`src/bbx_map.svh`:
```
/*
 Constants for the byte and bit operation execution unit.
 Assumes inclusion by bare name from the unit.
*/
// Summary of operation
// - Literal plus accumulator, sets carry, half-carry, zero
// - Accumulator plus file register, carry, half-carry, zero
// - Destination bit zero accumulator, one register
// - Literal AND accumulator, zero flag only
// - Register AND accumulator to destination, zero only
// - Bit clear in register, flags unchanged
// - Bit set in register, flags unchanged
// - Skip if one: bit set adds no-op cycle
// - Skip if zero: bit clear adds no-op cycle
// - Port operands read from pins, not latch
// - Timer count write clears assigned prescaler
`ifndef BBX_MAP_SVH
`define BBX_MAP_SVH
`define BBX_ACC_RESET 8'h00
`define BBX_FLAG_C 0
`define BBX_FLAG_HC 1
`define BBX_FLAG_Z 2
`define BBX_DEST_ACC 1'b0
`define BBX_DEST_REG 1'b1
`define BBX_SKIP_CYCLES 2
`endif

```
`src/bbx_pkg.sv`:
```
/*
 Types for the byte and bit operation execution unit.
 Assumes no surroundings beyond the constants header.
*/
package bbx_pkg;
  typedef enum logic [7:0] {
    BBX_NOP = 8'h01,
    BBX_ADD_LIT = 8'h02,
    BBX_ADD_REG = 8'h04,
    BBX_AND_LIT = 8'h08,
    BBX_AND_REG = 8'h10,
    BBX_BIT_CLR = 8'h20,
    BBX_BIT_SET = 8'h40,
    BBX_TEST = 8'h80
  } bbx_op_e;

  typedef struct packed {
    bbx_op_e op;
    logic [7:0] literal;
    logic [6:0] addr;
    logic [2:0] bit_idx;
    logic dest;
    logic skip_if_one;
  } bbx_instr_s;

  typedef struct packed {
    logic z;
    logic half_carry_flag;
    logic c;
  } bbx_flags_s;

  typedef enum logic [1:0] {
    BBX_RUN = 2'h1,
    BBX_FLUSH = 2'h2
  } bbx_state_e;
endpackage

```
`src/bbx_exec.sv`:
```
/*
 Execution unit for add, AND, bit clear, bit set and bit test-and-skip.
 Assumes one instruction per enabled ref_clk cycle, and a register file
 that returns the addressed byte combinationally on file_rdata; port pin
 levels arrive unsynchronised and pass two flip-flops here.
*/
`timescale 1ns/10ps
`include "bbx_map.svh"

module bbx_exec (
  // Clock, reset, enable
  input wire logic ref_clk,
  input wire logic srst,
  input wire logic clk_en,
  // Instruction from fetch
  input wire bbx_pkg::bbx_instr_s instr,
  input wire logic instr_valid,
  // File register read side
  output logic [6:0] file_raddr,
  input wire logic [7:0] file_rdata,
  input wire logic file_is_port,
  input wire logic file_is_timer,
  input wire logic [7:0] port_pins,
  input wire logic prescaler_on_timer,
  // File register write side
  output logic file_we,
  output logic [6:0] file_waddr,
  output logic [7:0] file_wdata,
  output logic prescaler_clr,
  // Accumulator, flags and skip state
  output logic [7:0] acc,
  output bbx_pkg::bbx_flags_s flags,
  output logic skip_active
);
  // ==========================================================
  // Operand and result path
  // ==========================================================
  logic [7:0] operand;
  logic [8:0] sum;
  logic [4:0] low_sum;
  logic [7:0] result;
  logic [7:0] bit_mask;
  logic bit_val;
  logic go;
  bbx_pkg::bbx_state_e state;
  bbx_pkg::bbx_state_e next_state;
  logic [7:0] next_acc;
  bbx_pkg::bbx_flags_s next_flags;
  logic next_we;
  logic [6:0] next_waddr;
  logic [7:0] next_wdata;
  logic next_pclr;
  logic next_skip;
  logic [7:0] pin_meta;
  logic [7:0] pin_sync;

  assign file_raddr = instr.addr;
  // Ignored fetch slot while the flushed instruction passes
  assign go = clk_en && instr_valid && (state == bbx_pkg::BBX_RUN);

  always_comb begin
    operand = file_is_port ? pin_sync : file_rdata;
    sum = {1'b0, acc} + {1'b0, (instr.op == bbx_pkg::BBX_ADD_LIT) ? instr.literal : operand};
    low_sum = {1'b0, acc[3:0]} + {1'b0, (instr.op == bbx_pkg::BBX_ADD_LIT) ? instr.literal[3:0] : operand[3:0]};
    bit_mask = 8'h01 << instr.bit_idx;
    bit_val = |(operand & bit_mask);
    result = 8'h00;
    next_acc = acc;
    next_flags = flags;
    next_we = 1'b0;
    next_waddr = instr.addr;
    next_wdata = 8'h00;
    next_state = bbx_pkg::BBX_RUN;
    if (go) begin
      case (instr.op)
        bbx_pkg::BBX_ADD_LIT, bbx_pkg::BBX_ADD_REG: begin
          result = sum[7:0];
          next_flags.c = sum[8];
          next_flags.half_carry_flag = low_sum[4];
          next_flags.z = (result == 8'h00);
        end
        bbx_pkg::BBX_AND_LIT: begin
          result = acc & instr.literal;
          next_flags.z = (result == 8'h00);
        end
        bbx_pkg::BBX_AND_REG: begin
          result = acc & operand;
          next_flags.z = (result == 8'h00);
        end
        bbx_pkg::BBX_BIT_CLR: begin
          next_we = 1'b1;
          next_wdata = operand & ~bit_mask;
        end
        bbx_pkg::BBX_BIT_SET: begin
          next_we = 1'b1;
          next_wdata = operand | bit_mask;
        end
        bbx_pkg::BBX_TEST: begin
          if (bit_val == instr.skip_if_one) begin
            next_state = bbx_pkg::BBX_FLUSH;
          end
        end
        default: begin
          result = 8'h00;
        end
      endcase
      if (instr.op == bbx_pkg::BBX_ADD_LIT || instr.op == bbx_pkg::BBX_AND_LIT) begin
        next_acc = result;
      end else if (instr.op == bbx_pkg::BBX_ADD_REG || instr.op == bbx_pkg::BBX_AND_REG) begin
        if (instr.dest == `BBX_DEST_ACC) begin
          next_acc = result;
        end else begin
          next_we = 1'b1;
          next_wdata = result;
        end
      end
    end else if (clk_en && state == bbx_pkg::BBX_FLUSH) begin
      next_state = bbx_pkg::BBX_RUN;
    end else if (!clk_en) begin
      next_state = state;
    end
    next_pclr = next_we && file_is_timer && prescaler_on_timer;
    next_skip = (next_state == bbx_pkg::BBX_FLUSH);
  end

  // ==========================================================
  // State registers
  // ==========================================================
  always_ff @(posedge ref_clk) begin
    if (srst) begin
      state <= bbx_pkg::BBX_RUN;
      acc <= `BBX_ACC_RESET;
      flags <= '0;
      file_we <= 1'b0;
      file_waddr <= 7'h00;
      file_wdata <= 8'h00;
      prescaler_clr <= 1'b0;
      skip_active <= 1'b0;
    end else if (clk_en) begin
      state <= next_state;
      acc <= next_acc;
      flags <= next_flags;
      file_we <= next_we;
      file_waddr <= next_waddr;
      file_wdata <= next_wdata;
      prescaler_clr <= next_pclr;
      skip_active <= next_skip;
    end
  end

  // ==========================================================
  // Pin level synchroniser
  // ==========================================================
  // Only pin_sync feeds logic; pin_meta may be metastable
  always_ff @(posedge ref_clk) begin
    if (srst) begin
      pin_meta <= 8'h00;
      pin_sync <= 8'h00;
    end else if (clk_en) begin
      pin_meta <= port_pins;
      pin_sync <= pin_meta;
    end
  end
endmodule

```
`config.mk`:
```
export PLATFORM = sky130hd
export DESIGN_NAME = bbx_exec
export DESIGN_NICKNAME = d
export VERILOG_FILES = /design/src/bbx_pkg.sv /design/src/bbx_exec.sv
export VERILOG_INCLUDE_DIRS = /design/src
export SDC_FILE = /design/constraint.sdc
export NUM_CORES = 1
export LEC_CHECK = 0
export BUFFER_PORTS_ARGS = -buffer_cell sky130_fd_sc_hd__buf_2
export CORE_MARGIN = 5
export CORE_UTILIZATION = 49
export CTS_BUF_LIST = sky130_fd_sc_hd__clkbuf_4 sky130_fd_sc_hd__clkbuf_8
export CTS_CLUSTER_DIAMETER = 80
export DETAILED_ROUTE_END_ITERATION = 6
export GPL_ROUTABILITY_DRIVEN = 0
export PLACE_DENSITY = 0.79
export SYNTH_ARGS = -nofsm -noshare
export SYNTH_HDL_FRONTEND = slang
export SYNTH_SLANG_ARGS = --single-unit
```
`constraint.sdc`:
```
create_clock -name ref_clk -period 3.5 [get_ports ref_clk]
set_input_delay 0.175 -clock ref_clk [delete_from_list [all_inputs] [get_ports ref_clk]]
set_output_delay 0.175 -clock ref_clk [all_outputs]
set_load 0.05 [all_outputs]
```
== Yosys cells after proc, flatten, opt, wreduce, memory -nomap -nowiden ==
Cells that the tools add are included.
W data, S select, Z words.
Operators by class
  add/subtract/negate cells: 2
  eq/ne operators: 12
  shift operators: 1
  mux-type cells: 23
  bitwise operators: 6
  reduce and logical (&&, ||, !) cells: 18
Operator list (number)
  $mux W8: 9
  $and A8 B8 Y8: 4
  $logic_not A8 Y1: 3
  $pmux W8 S3: 1
  $pmux W8 S2: 1
  $mux W2: 5
  $add A8 B8 Y9: 1
  $eq A8 B2 Y1 const B: 1
  $eq A8 B3 Y1 const B: 1
  $eq A8 B4 Y1 const B: 1
  $eq A8 B5 Y1 const B: 1
  $eq A8 B6 Y1 const B: 1
  $eq A8 B7 Y1 const B: 1
  $eq A8 B8 Y1 const B: 1
  $not A8 Y8: 1
  $or A8 B8 Y8: 1
  $reduce_or A8 Y1: 1
  $shl A1 B3 Y8 const A: 1
  $reduce_and A3 Y1: 2
  $add A4 B4 Y5: 1
  $logic_and A1 B1 Y1: 5
  $mux W1: 5
  $eq A2 B2 Y1 const B: 2
  $mux W4: 1
  9 further kinds: 11
Word-level totals
  register bits: 47
  bits of input ports: 51
  output and inout bits: 36
  logic and storage cells: 74

== Longest topological paths before layout ==
  word-level depth: 9
  mapped depth: 15
  mapped depth without buffers: 13

== Worst setup path after synthesis ==
Ideal clock, no wire load.
  path kind: in2reg
  start point: input port instr[22] (netlist bit)
  end point: register flags[2] (netlist bit)
  setup time: 0.086 ns
  arrival time: 3.372 ns
  slack: 0.043 ns
  stages on the path: 13
  buffers on the path: 2
  cell sequence: buf_2 > nor4_1 > nand3_1 > clkbuf_1 > a21oi_1 > ha_1 > inv_1 > fa_1 > xnor2_1 > or3b_1 > or4_1 > or4_1 > a211oi_1
On the way
  cells in the longest elaborated chain, start to end: 5
RTL lines
  start: declaration: RTL line bbx_exec.sv:16  | input wire bbx_pkg::bbx_instr_s instr,
  $eq A8 B2 Y1: RTL line bbx_exec.sv:63, bbx_exec.sv:75
  $mux W8: RTL line bbx_exec.sv:63  | sum = {1'b0, acc} + {1'b0, (instr.op == bbx_pkg::BBX_ADD_LIT) ? instr.literal : operand};
  $add A8 B8 Y9: RTL line bbx_exec.sv:63
  $logic_not A8 Y1: RTL line bbx_exec.sv:80  | next_flags.z = (result == 8'h00);
  $pmux W1 S3: RTL line bbx_exec.sv:75  | case (instr.op)
  end signal: assignment: RTL line bbx_exec.sv:142  | flags <= next_flags;
  end: declaration: RTL line bbx_exec.sv:32  | output bbx_pkg::bbx_flags_s flags,
Several ways; a longest one is shown, not always the timed one.
A chain may end at the register's enable or synchronous reset.

== Worst setup path after layout ==
Same ends and word-level chain as after synthesis.

==> impl_metrics.py <==
metrics = {
    "floorplanning": {
        "core_mm2": 0.006026,
        "initial_core_util": 0.5110,
        "ioPinCount": 87,
        "floorplan.die_area_mm2": 0.007969,
        "chipHeight_um": 89.27,
        "floorplan.rows": 28,
        "chipWidth_um": 89.27,
    },
    "critical_path": {
        "end_kind": "flop",
        "critPathArrivalTime_ns": 3.38,
        "path_class": "in -> reg",
        "crit_path_cell_trace": "buf_2 -> nor4_1 -> nand3_1 -> buf_4 -> o21a_1 -> ha_1 -> a211oi_1 -> nor2_1 -> xor2_1 -> or4_1 -> or4_1 -> a211oi_1",
        "critPathRequiredTime_ns": 3.72,
        "critPathMaxStageDelay_ns": 0.46,
        "cp_max_fo": 11,
        "worst_path_max_delay_cell": "sky130_fd_sc_hd__or4_1",
        "rrSetupSlack_ns": 0.44,
        "launching_element_type_of_the_critical_path": "input pin",
    },
    "layout": {
        "synthToLayoutAreaGrowth_pct": 18.29,
        "final_instance_count_excl_fillers": 513,
        "n_antenna_cell": 0,
        "drive_above_1_share": 0.2717,
        "final_core_util": 0.6044,
        "num-fill-cells": 535,
        "multi_input_comb_area_mm2": 0.001961,
        "register_area_um2": 940.9,
        "nets": 498,
    },
    "drt": {
        "detail_route.wl_per_cell_um": 16.85,
        "drc_violations_left": 0,
        "wl_mm": 8.646,
        "routed-via-count": 3027,
        "antenna_left": 0,
        "routed_via_density": 5.901,
        "drt_pre_antenna_iters": 7,
        "dr.first_iter.drc_count": 284,
    },
    "worst_hold_path": {
        "worst_hold_path_type": "in -> reg",
    },
    "synthesis": {
        "netlist-cell-type-count": 63,
        "synth-main-ff-cell": "sky130_fd_sc_hd__dfxtp_1",
        "netlist.area_leader.share": 0.3056,
        "number_of_enable_type_register_cells_in_the_synthesized_netlist": 0,
        "synthesis.area_mm2": 0.003079,
        "synth_async_sr_flop_share": 0,
        "ys_seq_area_frac": 0.3056,
        "synth_fp_nets": 423,
        "yosys_register_bits": 47,
        "syn_avg_cell_area_um2": 8.506,
        "synth-warning-count": 0,
        "synthCells": 362,
        "area_leader_netlist": "sky130_fd_sc_hd__dfxtp_1",
        "synth_top_cells_by_area": "sky130_fd_sc_hd__dfxtp_1 (31%), sky130_fd_sc_hd__mux2i_1 (12%), sky130_fd_sc_hd__nor2_1 (6.5%), sky130_fd_sc_hd__ha_1 (3.7%), sky130_fd_sc_hd__nand2_1 (3.7%)",
    },
    "global_routing": {
        "grt_util_all_layers": 0.2165,
        "grt_max_degree": 40,
        "grt_overflow_total": 0,
        "grt_pass1_vias": 2904,
        "wire_length_of_the_first_global_routing_pass_mm": 13.57,
        "grt_antenna_before_repair": 0,
    },
    "clock_network": {
        "cts-buffers-inserted": 5,
        "clk_path_buf_depth": 2,
        "postCtsResizedCells": 0,
        "clk_root_buffer_cell": "sky130_fd_sc_hd__clkbuf_8",
        "tritoncts": "done",
        "clkSinkCount": 47,
        "cts_max_level": 2,
        "insertion_delay_ns": 0.31,
        "cts.clk_slew.worst_paths_ns": 0.10,
        "hold_buffers": 0,
        "cts_post_setup_buffers_inserted": 0,
    },
    "timing": {
        "period_share": 0.9027,
        "final_period_minus_worst_setup_slack_ns": 3.160,
        "clock-skew-final_ns": 0.006448,
        "slew_headroom": 0.4775,
        "final-setup-viol-count": 0,
        "fin_worst_hold_slack_ns": 0.09812,
        "setup_tns_ns": 0,
        "final_max_slew_viol_count": 0,
        "achievable-frequency_mhz": 316.5,
        "report.final.hold_viol_count": 0,
        "grt_setup_unrepaired": "no",
        "worst_slew_pin_slew_ns": 0.7837,
    },
    "power_and_ir_drop": {
        "leakagePower_nw": 1.657,
        "power_density_mw_per_mm2": 331.7,
        "total_power_mw": 1.208,
        "irDropWorstVdd_uv": 206.9,
    },
    "placed_design": {
        "buffer_ports.inserted": 86,
        "placed_cells": 505,
        "dpl.hpwl_mm": 6.663,
    },
    "outcome": {
        "status": "finished, final reports clean",
    },
    "job": {
        "cap_viol_max_count": 0,
    },
}
[power breakdown]
group,total (mW),leakage [nW],internal (mW),switching (mW)
sequential,0.556,0.382,0.548,0.00793
clock,0.425,0.0548,0.216,0.210
combinational,0.227,1.22,0.0886,0.138
total,1.21,1.66,0.852,0.356
[state kept, by name, summed over array words and instances, names as in the netlist, 2 cells and up]
register / flops
file_wdata: 8
acc: 8
pin_meta: 8
state: 2
pin_sync: 8
flags: 3
file_waddr: 7
[critical path, delay by kind of cell]
kind / cells / cell delay (ns)
buf+inv: 2 / 0.38
compound gates: 3 / 0.81
xor+xnor: 1 / 0.18
simple gates: 5 / 1.56
fa+ha+maj: 1 / 0.28
[kinds of logic after synthesis]
| family | after synthesis | synth area share |
|---|---|---|
| flops | 47 | 0.3056 |
| simple gates | 131 | 0.2129 |
| buf+inv | 36 | 0.05770 |
| mux | 47 | 0.1674 |
| xor+xnor | 9 | 0.02560 |
| fa+ha+maj | 10 | 0.04307 |
| compound gates | 82 | 0.1877 |
[worst paths after layout]
kind | startpoint | endpoint | cells after the start
worst max-delay path | instr[22] | flags[2]$_SDFFE_PP0P_ | 12
worst min-delay path | port_pins[2] | pin_meta[2]$_SDFFE_PP0P_ | 3
worst max register to register | pin_sync[0]$_SDFFE_PP0P_ | flags[2]$_SDFFE_PP0P_ | 10
worst min register to register | skip_active$_SDFFE_PP0P_ | skip_active$_SDFFE_PP0P_ | 2
[cell type report]
cell class / instances / share of cell area
timing repair buffer: 95 / 0.1367
tap: 75 / 0.02576
clock buffer: 5 / 0.01889
clock inverter: 3 / 0.01271
inverter: 9 / 0.009275
multi-input combinational: 279 / 0.5383
sequential: 47 / 0.2583
[layout by cell type (no fill, tap or decap), types with 3 or more instances in the layout]
master and instances:
sky130_fd_sc_hd__buf_2 86, sky130_fd_sc_hd__nand2b_1 4, sky130_fd_sc_hd__or4_1 3, sky130_fd_sc_hd__a211oi_1 10, sky130_fd_sc_hd__mux2_2 5, sky130_fd_sc_hd__o211ai_1 3
sky130_fd_sc_hd__a22o_1 6, sky130_fd_sc_hd__nor2b_1 3, sky130_fd_sc_hd__mux4_2 3, sky130_fd_sc_hd__a22oi_1 4, sky130_fd_sc_hd__buf_4 9, sky130_fd_sc_hd__inv_1 9
sky130_fd_sc_hd__nor2_1 53, sky130_fd_sc_hd__o2bb2ai_1 5, sky130_fd_sc_hd__a221oi_1 3, sky130_fd_sc_hd__mux2i_1 38, sky130_fd_sc_hd__ha_1 9, sky130_fd_sc_hd__dfxtp_1 47
sky130_fd_sc_hd__nand3_1 7, sky130_fd_sc_hd__nor3_1 6, sky130_fd_sc_hd__o21ai_0 9, sky130_fd_sc_hd__nand2_1 30, sky130_fd_sc_hd__nand4b_1 3, sky130_fd_sc_hd__a21oi_1 13
sky130_fd_sc_hd__o21ai_1 8, sky130_fd_sc_hd__xor2_1 3, sky130_fd_sc_hd__xnor2_1 6, sky130_fd_sc_hd__clkbuf_8 5
[through the flow]
stage | setup slack, ns | instance area [um2]
floorplan | 0.04287 | 3079
global placement | 0.1431 | 3527
detailed placement | 0.06710 | 3527
CTS | 0.3748 | 3642
global route | 0.2455 | 3642
finish | 0.3405 | 3642
[synth_stat cells (4+ instances only)]
master and instances:
sky130_fd_sc_hd__o2bb2ai_1 5, sky130_fd_sc_hd__mux2_2 5, sky130_fd_sc_hd__nor2_1 53, sky130_fd_sc_hd__nand3_1 7, sky130_fd_sc_hd__xnor2_1 6, sky130_fd_sc_hd__clkbuf_1 14
sky130_fd_sc_hd__dfxtp_1 47, sky130_fd_sc_hd__buf_2 4, sky130_fd_sc_hd__a22oi_1 4, sky130_fd_sc_hd__buf_4 8, sky130_fd_sc_hd__a22o_1 6, sky130_fd_sc_hd__inv_1 9
sky130_fd_sc_hd__mux2i_1 38, sky130_fd_sc_hd__ha_1 9, sky130_fd_sc_hd__nand2_1 30, sky130_fd_sc_hd__nor3_1 6, sky130_fd_sc_hd__nand2b_1 4, sky130_fd_sc_hd__o21ai_0 9
sky130_fd_sc_hd__o21ai_1 8, sky130_fd_sc_hd__a211oi_1 10, sky130_fd_sc_hd__a21oi_1 13
[routing by layer]
layer | wire (um) | global-route usage | vias up
met2 | 4022 | 0.3403 | 171
met4 | 238 | 0.09337 | 0
met5 | 0 | 0 | -
met1 | 3524 | 0.2839 | 1378
li1 | - | - | 1456
met3 | 861 | 0.05069 | 22
Power figures use the tool's default switching activity.
